[src/rtl/acq_regs.vh]
`ifndef ACQ_REGS_VH
`define ACQ_REGS_VH
// ------------------------------------------------------------
// Register offsets (byte addresses)
// ------------------------------------------------------------
`define OFS_CTRL 8'h00
`define OFS_RES_FIRST 8'h04
`define OFS_RES_LAST 8'h20
`define OFS_FLAGS 8'h24
`define OFS_ENABLE 8'h40
`define OFS_RANGE 8'h44
`define OFS_FUNC 8'h48
`define OFS_MEAN 8'h4C
`define OFS_SCALE 8'h50
`define OFS_LIMIT 8'h54
`define OFS_UNIT 8'h58
// ------------------------------------------------------------
// Field positions
// ------------------------------------------------------------
`define FUNC_BCD_BIT 16
`define UNIT_RUN_BIT 4
`define UNIT_RESTART_BIT 5
// ------------------------------------------------------------
// Reset values
// ------------------------------------------------------------
`define RST_ENABLE 8'hFF
`define RST_LIMIT_LO 16'h8000
`define RST_LIMIT_HI 16'h7FFF
`define RST_UNIT 4'h0
// ------------------------------------------------------------
// Input ranges and codes
// ------------------------------------------------------------
`define RNG_0_10V 2'h0
`define RNG_1_5V 2'h1
`define RNG_4_20MA 2'h2
`define RNG_BIPOLAR 2'h3
`define CODE_FULL 12'hFA0
`define CODE_MID 12'h7D0
`define SCALE_RECIP 41'h0000000418A
`define SCALE_SHIFT 26
// ------------------------------------------------------------
// Word bank numbering
// ------------------------------------------------------------
`define REFRESH_BASE 10'h064
`define REFRESH_EXT_BASE 10'h190
`define SETUP_BASE 12'h3E8
`define UNIT_EXT_FIRST 4'hA
// ------------------------------------------------------------
// Timing
// ------------------------------------------------------------
`define BOOT_WAIT 2'h3
`endif

[src/rtl/eight_input_analog_acquisition.v]
// What this block does
// Run lamp lit when healthy; fault halts operation
// Wire-fault lamp only for 1-5 V, 4-20 mA
// Disabled inputs skipped, scan visits enabled ones
// Each input holds its own range selection
// Results encoded BCD or binary per setting
// Square root option linearises quadratic inputs
// Scaling maps value linearly, result in BCD
// Mean drops one minimum, one maximum, averages
// Peak mode holds largest output value seen
// Warning flag when outside upper/lower limit
// Open wire sets per-input disconnection flag, which lights wire_fault_lamp
// Unit switch selects refresh and setup banks
// Unit number defaults to zero
// Host refuses duplicate unit numbers
// Switch sampled only at power-up or restart
// Units 10-15 need compatible host, upper bank
// Ten host words exchanged every refresh
// Bipolar sign in bit 15, none when scaled/rooted
// Unipolar spans 0000-0FA0 binary, 0000-4000 BCD
// Result word written only when fully processed
`timescale 1ns/1ps
`default_nettype none
`include "acq_regs.vh"
module eight_input_analog_acquisition (
  // Clock and reset
  input wire pclk,
  input wire presetn,
  // APB slave
  input wire psel,
  input wire penable,
  input wire pwrite,
  input wire [7:0] paddr,
  input wire [31:0] pwdata,
  output wire [31:0] prdata,
  output wire pready,
  output wire pslverr,
  // Converter
  output wire adc_start,
  output wire [2:0] adc_chan,
  input wire adc_done,
  input wire [11:0] adc_code,
  // Pins
  input wire [7:0] wire_open,
  input wire [3:0] unit_select_switch,
  input wire host_ext_capable,
  output wire run_lamp,
  output wire wire_fault_lamp
);
  localparam S_IDLE = 4'h1;
  localparam S_CONV = 4'h2;
  localparam S_ROOT = 4'h4;
  localparam S_PROC = 4'h8;

  // ------------------------------------------------------------
  // Pin synchronisers
  // ------------------------------------------------------------
  reg [12:0] meta_q;
  reg [12:0] sync_q;
  always @(posedge pclk or negedge presetn) begin
    if (!presetn) begin
      meta_q <= 13'h0000;
      sync_q <= 13'h0000;
    end else begin
      meta_q <= {host_ext_capable, unit_select_switch, wire_open};
      sync_q <= meta_q;
    end
  end
  wire [7:0] open_s = sync_q[7:0];
  wire [3:0] sw_s = sync_q[11:8];
  wire ext_ok_s = sync_q[12];

  // ------------------------------------------------------------
  // Registers and state
  // ------------------------------------------------------------
  reg [7:0] peak_en_q, enable_q, warn_q, disc_q;
  reg [15:0] range_q;
  reg [16:0] func_q;
  reg [9:0] mean_q;
  reg [13:0] sc_lo_q, sc_hi_q;
  reg signed [15:0] lim_lo_q, lim_hi_q;
  reg [3:0] unit_q;
  reg [1:0] boot_q;
  reg restart_q, restart_prev_q;
  reg pready_q, pslverr_q, run_q, lamp_q, adc_start_q;
  reg [31:0] prdata_q;
  reg [3:0] state_q;
  reg [2:0] ch_q;
  reg [11:0] u_q;
  reg signed [17:0] sum_q [0:7];
  reg signed [15:0] min_q [0:7];
  reg signed [15:0] max_q [0:7];
  reg signed [15:0] peak_q [0:7];
  reg [3:0] cnt_q [0:7];
  integer i;

  assign prdata = prdata_q;
  assign pready = pready_q;
  assign pslverr = pslverr_q;
  assign adc_start = adc_start_q;
  assign adc_chan = ch_q;
  assign run_lamp = run_q;
  assign wire_fault_lamp = lamp_q;

  // ------------------------------------------------------------
  // Unit number and run state
  // ------------------------------------------------------------
  wire take_unit = (boot_q == 2'h1) | (restart_prev_q & ~restart_q);
  wire ext_unit = (unit_q >= `UNIT_EXT_FIRST);
  wire ext_err = ext_unit & ~ext_ok_s;
  wire run = ~ext_err & ~restart_q & (boot_q == 2'h0);
  wire [9:0] refresh_base = ext_unit ?
    `REFRESH_EXT_BASE + 10'd10 * {6'h00, unit_q - `UNIT_EXT_FIRST} :
    `REFRESH_BASE + 10'd10 * {6'h00, unit_q};
  wire [11:0] setup_base = `SETUP_BASE + 12'd100 * {8'h00, unit_q};

  // ------------------------------------------------------------
  // Helpers
  // ------------------------------------------------------------
  function [2:0] next_ch;
    input [2:0] c;
    input [7:0] en;
    integer j;
    reg [2:0] k;
    reg f;
    begin
      next_ch = c;
      f = 1'b0;
      for (j = 1; j <= 8; j = j + 1) begin
        k = c + j[2:0];
        if (!f && en[k]) begin
          next_ch = k;
          f = 1'b1;
        end
      end
    end
  endfunction

  function [15:0] to_bcd;
    input [13:0] b;
    integer j;
    reg [29:0] s;
    begin
      s = {16'h0000, b};
      for (j = 0; j < 14; j = j + 1) begin
        if (s[17:14] > 4'h4) s[17:14] = s[17:14] + 4'h3;
        if (s[21:18] > 4'h4) s[21:18] = s[21:18] + 4'h3;
        if (s[25:22] > 4'h4) s[25:22] = s[25:22] + 4'h3;
        if (s[29:26] > 4'h4) s[29:26] = s[29:26] + 4'h3;
        s = {s[28:0], 1'b0};
      end
      to_bcd = s[29:14];
    end
  endfunction

  // ------------------------------------------------------------
  // Sample processing
  // ------------------------------------------------------------
  wire [11:0] code_c = (adc_code > `CODE_FULL) ? `CODE_FULL : adc_code;
  wire [1:0] rng = range_q[2*ch_q +: 2];
  wire bip = (rng == `RNG_BIPOLAR);
  wire do_sqrt = func_q[ch_q];
  wire do_scale = func_q[8+ch_q];
  wire do_mean = mean_q[ch_q];
  wire [1:0] mk = (mean_q[9:8] == 2'h0) ? 2'h1 : mean_q[9:8];
  wire [3:0] mean_n = (4'h1 << mk) + 4'h2;
  wire [13:0] span = (sc_hi_q > sc_lo_q) ? sc_hi_q - sc_lo_q : 14'h0000;
  wire [25:0] p1 = u_q * span;
  wire [40:0] p2 = {15'h0000, p1} * `SCALE_RECIP;
  wire sq_done;
  wire [11:0] sq_root;

  reg signed [15:0] sv, mn, mx, mv, pv, mag;
  reg signed [17:0] sum_n, dif, dsh;
  reg [15:0] word;
  reg mean_done, wr, nosign;
  always @* begin
    if (do_scale) begin
      sv = $signed({2'b00, sc_lo_q}) + $signed({1'b0, p2[40:26]});
    end else if (bip && !do_sqrt) begin
      sv = $signed({4'h0, u_q}) - $signed({4'h0, `CODE_MID});
    end else begin
      sv = $signed({4'h0, u_q});
    end
    sum_n = sum_q[ch_q] + {{2{sv[15]}}, sv};
    mn = (cnt_q[ch_q] == 4'h0 || sv < min_q[ch_q]) ? sv : min_q[ch_q];
    mx = (cnt_q[ch_q] == 4'h0 || sv > max_q[ch_q]) ? sv : max_q[ch_q];
    dif = sum_n - {{2{mn[15]}}, mn} - {{2{mx[15]}}, mx};
    mean_done = (cnt_q[ch_q] + 4'h1 == mean_n);
    dsh = dif >>> mk;
    mv = do_mean ? dsh[15:0] : sv;
    wr = (state_q == S_PROC) && (!do_mean || mean_done);
    pv = (peak_en_q[ch_q] && peak_q[ch_q] > mv) ? peak_q[ch_q] : mv;
    nosign = do_scale | do_sqrt | ~bip;
    mag = (pv < 0) ? -pv : pv;
    if (do_scale || func_q[`FUNC_BCD_BIT]) begin
      word = to_bcd(mag[13:0]);
    end else begin
      word = mag;
    end
    if (!nosign && pv < 0) begin
      word[15] = 1'b1;
    end
  end

  sqrt_unit #(
    .W(24)
  ) u_sqrt (
    .clk(pclk),
    .rst_n(presetn),
    .start(state_q == S_CONV && adc_done && do_sqrt),
    .radicand({12'h000, code_c} * {12'h000, `CODE_FULL}),
    .done_q(sq_done),
    .root_q(sq_root)
  );

  // ------------------------------------------------------------
  // Scan sequencer
  // ------------------------------------------------------------
  always @(posedge pclk or negedge presetn) begin
    if (!presetn) begin
      state_q <= S_IDLE;
      ch_q <= 3'h7;
      u_q <= 12'h000;
      adc_start_q <= 1'b0;
      warn_q <= 8'h00;
      for (i = 0; i < 8; i = i + 1) begin
        sum_q[i] <= 18'h00000;
        min_q[i] <= 16'h0000;
        max_q[i] <= 16'h0000;
        peak_q[i] <= 16'h0000;
        cnt_q[i] <= 4'h0;
      end
    end else begin
      adc_start_q <= 1'b0;
      case (state_q)
        S_IDLE: begin
          if (run && enable_q != 8'h00) begin
            ch_q <= next_ch(ch_q, enable_q);
            adc_start_q <= 1'b1;
            state_q <= S_CONV;
          end
        end
        S_CONV: begin
          if (!run) begin
            state_q <= S_IDLE;
          end else if (adc_done) begin
            u_q <= code_c;
            state_q <= do_sqrt ? S_ROOT : S_PROC;
          end
        end
        S_ROOT: begin
          if (sq_done) begin
            u_q <= sq_root;
            state_q <= S_PROC;
          end
        end
        S_PROC: begin
          if (do_mean) begin
            sum_q[ch_q] <= mean_done ? 18'h00000 : sum_n;
            min_q[ch_q] <= mn;
            max_q[ch_q] <= mx;
            cnt_q[ch_q] <= mean_done ? 4'h0 : cnt_q[ch_q] + 4'h1;
          end
          if (wr) begin
            peak_q[ch_q] <= pv;
            warn_q[ch_q] <= (pv > lim_hi_q) || (pv < lim_lo_q);
          end
          state_q <= S_IDLE;
        end
        default: state_q <= S_IDLE;
      endcase
    end
  end

  wire [15:0] res_rd;
  result_mem #(
    .WIDTH(16),
    .AW(3)
  ) u_res (
    .clk(pclk),
    .we(wr),
    .waddr(ch_q),
    .wdata(word),
    .raddr(paddr[4:2] - 3'h1),
    .rdata_q(res_rd)
  );

  // ------------------------------------------------------------
  // Lamps and wire checks
  // ------------------------------------------------------------
  reg [7:0] live;
  always @* begin
    for (i = 0; i < 8; i = i + 1) begin
      live[i] = (range_q[2*i +: 2] == `RNG_1_5V) || (range_q[2*i +: 2] == `RNG_4_20MA);
    end
  end
  always @(posedge pclk or negedge presetn) begin
    if (!presetn) begin
      disc_q <= 8'h00;
      lamp_q <= 1'b0;
      run_q <= 1'b0;
    end else begin
      disc_q <= open_s & live & enable_q;
      lamp_q <= |disc_q;
      run_q <= run;
    end
  end

  // ------------------------------------------------------------
  // APB slave
  // ------------------------------------------------------------
  // One wait state on every transfer so the result memory can answer
  wire acc = psel & penable;
  wire wen = acc & pready_q & pwrite;
  wire is_res = (paddr >= `OFS_RES_FIRST) && (paddr <= `OFS_RES_LAST);
  reg [31:0] rd;
  reg bad;
  always @* begin
    rd = 32'h00000000;
    bad = 1'b0;
    case (paddr)
      `OFS_CTRL: rd = {24'h000000, peak_en_q};
      `OFS_FLAGS: rd = {16'h0000, warn_q, disc_q};
      `OFS_ENABLE: rd = {24'h000000, enable_q};
      `OFS_RANGE: rd = {16'h0000, range_q};
      `OFS_FUNC: rd = {15'h0000, func_q};
      `OFS_MEAN: rd = {22'h000000, mean_q};
      `OFS_SCALE: rd = {2'h0, sc_hi_q, 2'h0, sc_lo_q};
      `OFS_LIMIT: rd = {lim_hi_q, lim_lo_q};
      `OFS_UNIT: rd = {4'h0, setup_base, refresh_base, restart_q, run, unit_q};
      default: begin
        if (is_res && paddr[1:0] == 2'h0) begin
          rd = {16'h0000, res_rd};
        end else begin
          bad = 1'b1;
        end
      end
    endcase
  end

  always @(posedge pclk or negedge presetn) begin
    if (!presetn) begin
      pready_q <= 1'b0;
      pslverr_q <= 1'b0;
      prdata_q <= 32'h00000000;
      peak_en_q <= 8'h00;
      enable_q <= `RST_ENABLE;
      range_q <= 16'h0000;
      func_q <= 17'h00000;
      mean_q <= 10'h000;
      sc_lo_q <= 14'h0000;
      sc_hi_q <= 14'h0000;
      lim_lo_q <= `RST_LIMIT_LO;
      lim_hi_q <= `RST_LIMIT_HI;
      unit_q <= `RST_UNIT;
      boot_q <= `BOOT_WAIT;
      restart_q <= 1'b0;
      restart_prev_q <= 1'b0;
    end else begin
      pready_q <= acc & ~pready_q;
      pslverr_q <= acc & ~pready_q & bad;
      prdata_q <= (acc & ~pready_q & ~pwrite) ? rd : 32'h00000000;
      restart_prev_q <= restart_q;
      if (boot_q != 2'h0) begin
        boot_q <= boot_q - 2'h1;
      end
      if (take_unit) begin
        unit_q <= sw_s;
      end
      if (wen) begin
        case (paddr)
          `OFS_CTRL: peak_en_q <= pwdata[7:0];
          `OFS_ENABLE: enable_q <= pwdata[7:0];
          `OFS_RANGE: range_q <= pwdata[15:0];
          `OFS_FUNC: func_q <= pwdata[16:0];
          `OFS_MEAN: mean_q <= pwdata[9:0];
          `OFS_SCALE: begin
            sc_lo_q <= pwdata[13:0];
            sc_hi_q <= pwdata[29:16];
          end
          `OFS_LIMIT: begin
            lim_lo_q <= pwdata[15:0];
            lim_hi_q <= pwdata[31:16];
          end
          `OFS_UNIT: restart_q <= pwdata[`UNIT_RESTART_BIT];
          default: ;
        endcase
      end
    end
  end
endmodule // eight_input_analog_acquisition
`default_nettype wire

[src/rtl/result_mem.v]
`timescale 1ns/1ps
`default_nettype none
module result_mem #(
  parameter WIDTH = 16,
  parameter AW = 3
) (
  // Clock
  input wire clk,
  // Write port
  input wire we,
  input wire [AW-1:0] waddr,
  input wire [WIDTH-1:0] wdata,
  // Read port
  input wire [AW-1:0] raddr,
  output reg [WIDTH-1:0] rdata_q
);
  reg [WIDTH-1:0] mem [0:(1<<AW)-1];

  // No reset: contents undefined until the first scan writes them
  always @(posedge clk) begin
    if (we) begin
      mem[waddr] <= wdata;
    end
    rdata_q <= mem[raddr];
  end
endmodule // result_mem
`default_nettype wire

[src/rtl/sqrt_unit.v]
`timescale 1ns/1ps
`default_nettype none
module sqrt_unit #(
  parameter W = 24
) (
  // Clock and reset
  input wire clk,
  input wire rst_n,
  // Request
  input wire start,
  input wire [W-1:0] radicand,
  // Answer
  output reg done_q,
  output reg [W/2-1:0] root_q
);
  reg [W-1:0] rad_q;
  reg [W/2+1:0] rem_q;
  reg [4:0] cnt_q;
  reg busy_q;
  wire [W/2+1:0] rem_sh = {rem_q[W/2-1:0], rad_q[W-1:W-2]};
  wire [W/2+1:0] trial = {root_q, 2'b01};

  // One result bit per cycle; bit-serial keeps the area small
  always @(posedge clk or negedge rst_n) begin
    if (!rst_n) begin
      rad_q <= {W{1'b0}};
      rem_q <= {(W/2+2){1'b0}};
      root_q <= {(W/2){1'b0}};
      cnt_q <= 5'h00;
      busy_q <= 1'b0;
      done_q <= 1'b0;
    end else begin
      done_q <= 1'b0;
      if (start) begin
        rad_q <= radicand;
        rem_q <= {(W/2+2){1'b0}};
        root_q <= {(W/2){1'b0}};
        cnt_q <= W[5:1];
        busy_q <= 1'b1;
      end else if (busy_q) begin
        rad_q <= {rad_q[W-3:0], 2'b00};
        if (rem_sh >= trial) begin
          rem_q <= rem_sh - trial;
          root_q <= {root_q[W/2-2:0], 1'b1};
        end else begin
          rem_q <= rem_sh;
          root_q <= {root_q[W/2-2:0], 1'b0};
        end
        cnt_q <= cnt_q - 5'h01;
        if (cnt_q == 5'h01) begin
          busy_q <= 1'b0;
          done_q <= 1'b1;
        end
      end
    end
  end
endmodule // sqrt_unit
`default_nettype wire

[config.mk]
export PLATFORM = sky130hd
export DESIGN_NAME = eight_input_analog_acquisition
export DESIGN_NICKNAME = d
export VERILOG_FILES = /design/src/rtl/eight_input_analog_acquisition.v /design/src/rtl/result_mem.v /design/src/rtl/sqrt_unit.v
export VERILOG_INCLUDE_DIRS = /design/src /design/src/rtl
export SDC_FILE = /design/constraint.sdc
export NUM_CORES = 2
export LEC_CHECK = 0
export ABC_AREA = 1
export BUFFER_PORTS_ARGS = -buffer_cell sky130_fd_sc_hd__buf_2
export CORE_MARGIN = 4
export CORE_UTILIZATION = 56
export CTS_BUF_LIST = sky130_fd_sc_hd__clkbuf_16
export CTS_CLUSTER_SIZE = 20
export DETAILED_ROUTE_END_ITERATION = 10
export GPL_ROUTABILITY_DRIVEN = 0
export PLACE_DENSITY = 0.72
export SLEW_MARGIN = 20
export SYNTH_ARGS = -nofsm -noshare
export SYNTH_HDL_FRONTEND = slang
export SYNTH_SLANG_ARGS = --single-unit
export TNS_END_PERCENT = 30
[constraint.sdc]
create_clock -name pclk -period 30.3 [get_ports pclk]
set_input_delay 3.03 -clock pclk [delete_from_list [all_inputs] [get_ports pclk]]
set_output_delay 3.03 -clock pclk [all_outputs]
set_load 0.03 [all_outputs]
==> key figures <==
Clock tree
  – Clock buffer depth: 3
  – Clk_lat worst skew: around 750 ps
  – # H-tree levels: 3
  – CTS root buf: clkbuf_16
  – Hold buffer count at cts: 0
  – CTS tree: done
  – Reg clk slew, reported paths: 70 ps
  – TritonCTS Buffers: about 100
  – Clock sink count: 979

Yosys
  – #FFs+latches synth: 979
  – Syn_nets: about 9k
  – Cell Area, Synth: ~0.065 mm²
  – Yosys top cell area share: a little over 30%
  – Yosys top cell by area: dfrtp_1
  – Sequential element share of the synthesized area: between 30 and 40%
  – Asr flop ratio synth: between 80% and 90%
  – Post-synth EDFFs: 128
  – Synth Flop Type: dfrtp_1
  – Cells after Synth: ~8k
  – Count of cell types in the netlist: between 70 and 80
  – Post-Syn Area per Cell: 8.15 µm²
  – Ranking of synthesized cells by area: dfrtp_1 (31%), nand2_1 (10%), ha_1 (9.0%), o21ai_0 (9.0%), fa_1 (7.2%)
  – Yosys Warn Count: 0

Place
  – Number of port buffers: 110
  – HPWL Detailed: roughly 140 mm

Finish
  – Fin nets: 8724
  – Area grow syn2layout: 8.86%
  – Most common cell after layout, fill and taps aside: nand2_1
  – Layout cells sized above 1: between 8 and 9%
  – Most frequent cells in the layout: nand2_1 (1741), o21ai_0 (1161), inv_1 (917), dfrtp_1 (804), nor2_1 (629)

Floorplanning
  – Die height: about 350 µm
  – # IOs: 111
  – Core footprint: 0.115 mm²
  – Row count: between 100 and 150
  – Initial Util: 56.7%
  – Die Wd: between 300 and 400 µm
  – Total die area: between 0.1 and 0.15 mm²

Route
  – Drt pass-1 iters: 6
  – WL/cell: approximately 21 µm
  – Drc violations: 0
  – Initial drt markers: between 6k and 7k
  – Routed wire length: 198 mm
  – DR vias/cell: ~6
  – ANT nets after route: 0
  – Vias after detailed routing: 57.2k

Global routing
  – Total GRT Usage: between 30% and 40%
  – Vias in the first global route: between 50k and 60k
  – First-pass GRT wire length: 307 mm
  – Largest net degree at the start of global routing: about 170
  – Initial antenna violation count: 8
  – Overflow after GRT: 0

STA
  – Min Tclk post-route: 28390 ps
  – Worst Skew: 101 ps
  – Max-slew violation count: 0
  – Endpoints failing hold: 0
  – Final Cycle Share: between 90% and 100%
  – Fmax: 35.2 MHz
  – Least-Margin Pin Slew: 1320 ps
  – Final setup viols: 0
  – Worst hold slack: approximately 350 ps
  – Slew headroom: 10.0%

Flow run
  – Max-Cap Viols: 0

Critical path
  – CP arrival: slightly below 30000 ps
  – Largest stage delay, worst path: 750 ps
  – Critical path fanouts, max: 17
  – Setup CP Type: flip-flop to flip-flop
  – Slowest CP cell: nor2_1
  – Critical Path RT: around 31000 ps
  – Setup crit start kind: flip-flop
  – Critical Path End Type: flip-flop

Outcome
  – Status: completed

Hold path
  – Hold crit path type: flip-flop to flip-flop
final timing paths:
path / start / to / slack, ps / cells after the start
max in group asynchronous: presetn / peak_q[111] / 24780 / 4
worst max register to register: sc_lo_q[0] / u_res.mem[3][6] / 1910 / 168
worst max-delay path: sc_lo_q[0] / u_res.mem[3][6] / 1910 / 168
min in group asynchronous: presetn / unit_q[0] / 2310 / 1
worst min-delay path: meta_q[12] / sync_q[12] / 350 / 0
worst min register to register: meta_q[12] / sync_q[12] / 350 / 0
flip-flops by register name, indices dropped and copies added (netlist names), 17 cells and up:
signal        flops
sum_q           144
max_q           128
min_q           128
peak_q          128
u_res.mem       128
cnt_q            32
prdata           32
u_sqrt.rad_q     19
func_q           17
stage by stage:
step                      setup TNS (ps)  worst slack, ps  instance area, µm²  utilization [%]  std cells
after CTS                              0              258               70200             61.0       9523
after global placement                 0             1160               66800             58.1       9328
after floorplan                        0             4820               65200                -       7997
final                                  0             1910               70900             61.7       9556
after detailed placement               0              419               66800             58.1       9328
after global routing               -2510            -88.7               70900             61.7       9550
cell usage after synthesis, types with 16 or more instances:
| cell type | n |
|---|---|
| nand4_1 | 55 |
| a22oi_1 | 16 |
| dfxtp_1 | 16 |
| nor3_1 | 49 |
| o21ai_0 | 1168 |
| nand2_4 | 20 |
| a31oi_1 | 37 |
| or2_2 | 31 |
| edfxtp_1 | 128 |
| nand3_1 | 221 |
| fa_1 | 235 |
| o211ai_1 | 20 |
| dfrtp_1 | 805 |
| a221oi_1 | 56 |
| nand2_1 | 1750 |
| a21oi_1 | 312 |
| inv_2 | 38 |
| o21ai_1 | 54 |
| nand3_2 | 23 |
| clkbuf_1 | 318 |
| o22ai_1 | 125 |
| xor2_1 | 93 |
| nand2_2 | 59 |
| ha_1 | 469 |
| dfstp_2 | 30 |
| o21bai_1 | 19 |
| xnor2_1 | 47 |
| nor2_1 | 631 |
| inv_1 | 908 |
| o221ai_1 | 57 |
per-layer routing:
layer,track usage (%),share of wire [%],up-vias
li1,-,-,26390
met1,44.3,42,27627
met2,47.8,43,2738
met3,8.97,11,457
met4,11.8,3.9,0
met5,0,0,-
worst max-delay path: cells and delay by family, from the launching register on:
kind | cells | cell delay, ps
fa+ha+maj | 28 | 9750
buf+inv | 35 | 3310
flops | 1 | 470
xor+xnor | 7 | 1440
compound gates | 23 | 3920
simple gates | 75 | 9090
final cells by class:
type / instances / area (µm²)
Clock buffer: 104 / 2600
Antenna cell: 6 / 15.0
Inverter: 959 / 3660
Timing Repair inverter: 2 / 16.3
Clock inverter: 91 / 778
Sequential cell: 979 / 25100
Tap cell: 1512 / 1890
Multi-Input combinational cell: 5702 / 35600
Timing Repair Buffer: 201 / 1300
Fill cell: 9830 / 44000
kinds of logic (layout without fill, tap and decap cells):
family          Yosys count  count (layout)  synth area share (%)
xor+xnor                144             144                  2.00
other cells               0               6                     0
fa+ha+maj               704             704                  16.2
simple gates           2889            2893                  18.6
compound gates         1955            1955                  16.8
flops                   979             979                  38.5
buf+inv                1320            1357                  7.80
mux                       6               6                0.0922
what timing repair did:
item / 4_1_cts / 5_1_grt
setup endpoints to repair: 0 / 120
setup buffers: 0 / 21
gates resized for setup: 0 / 119
Power is left out: the tool's default activity adds up to more than one toggle a clock period on the data nets, which glitch-free logic cannot reach.
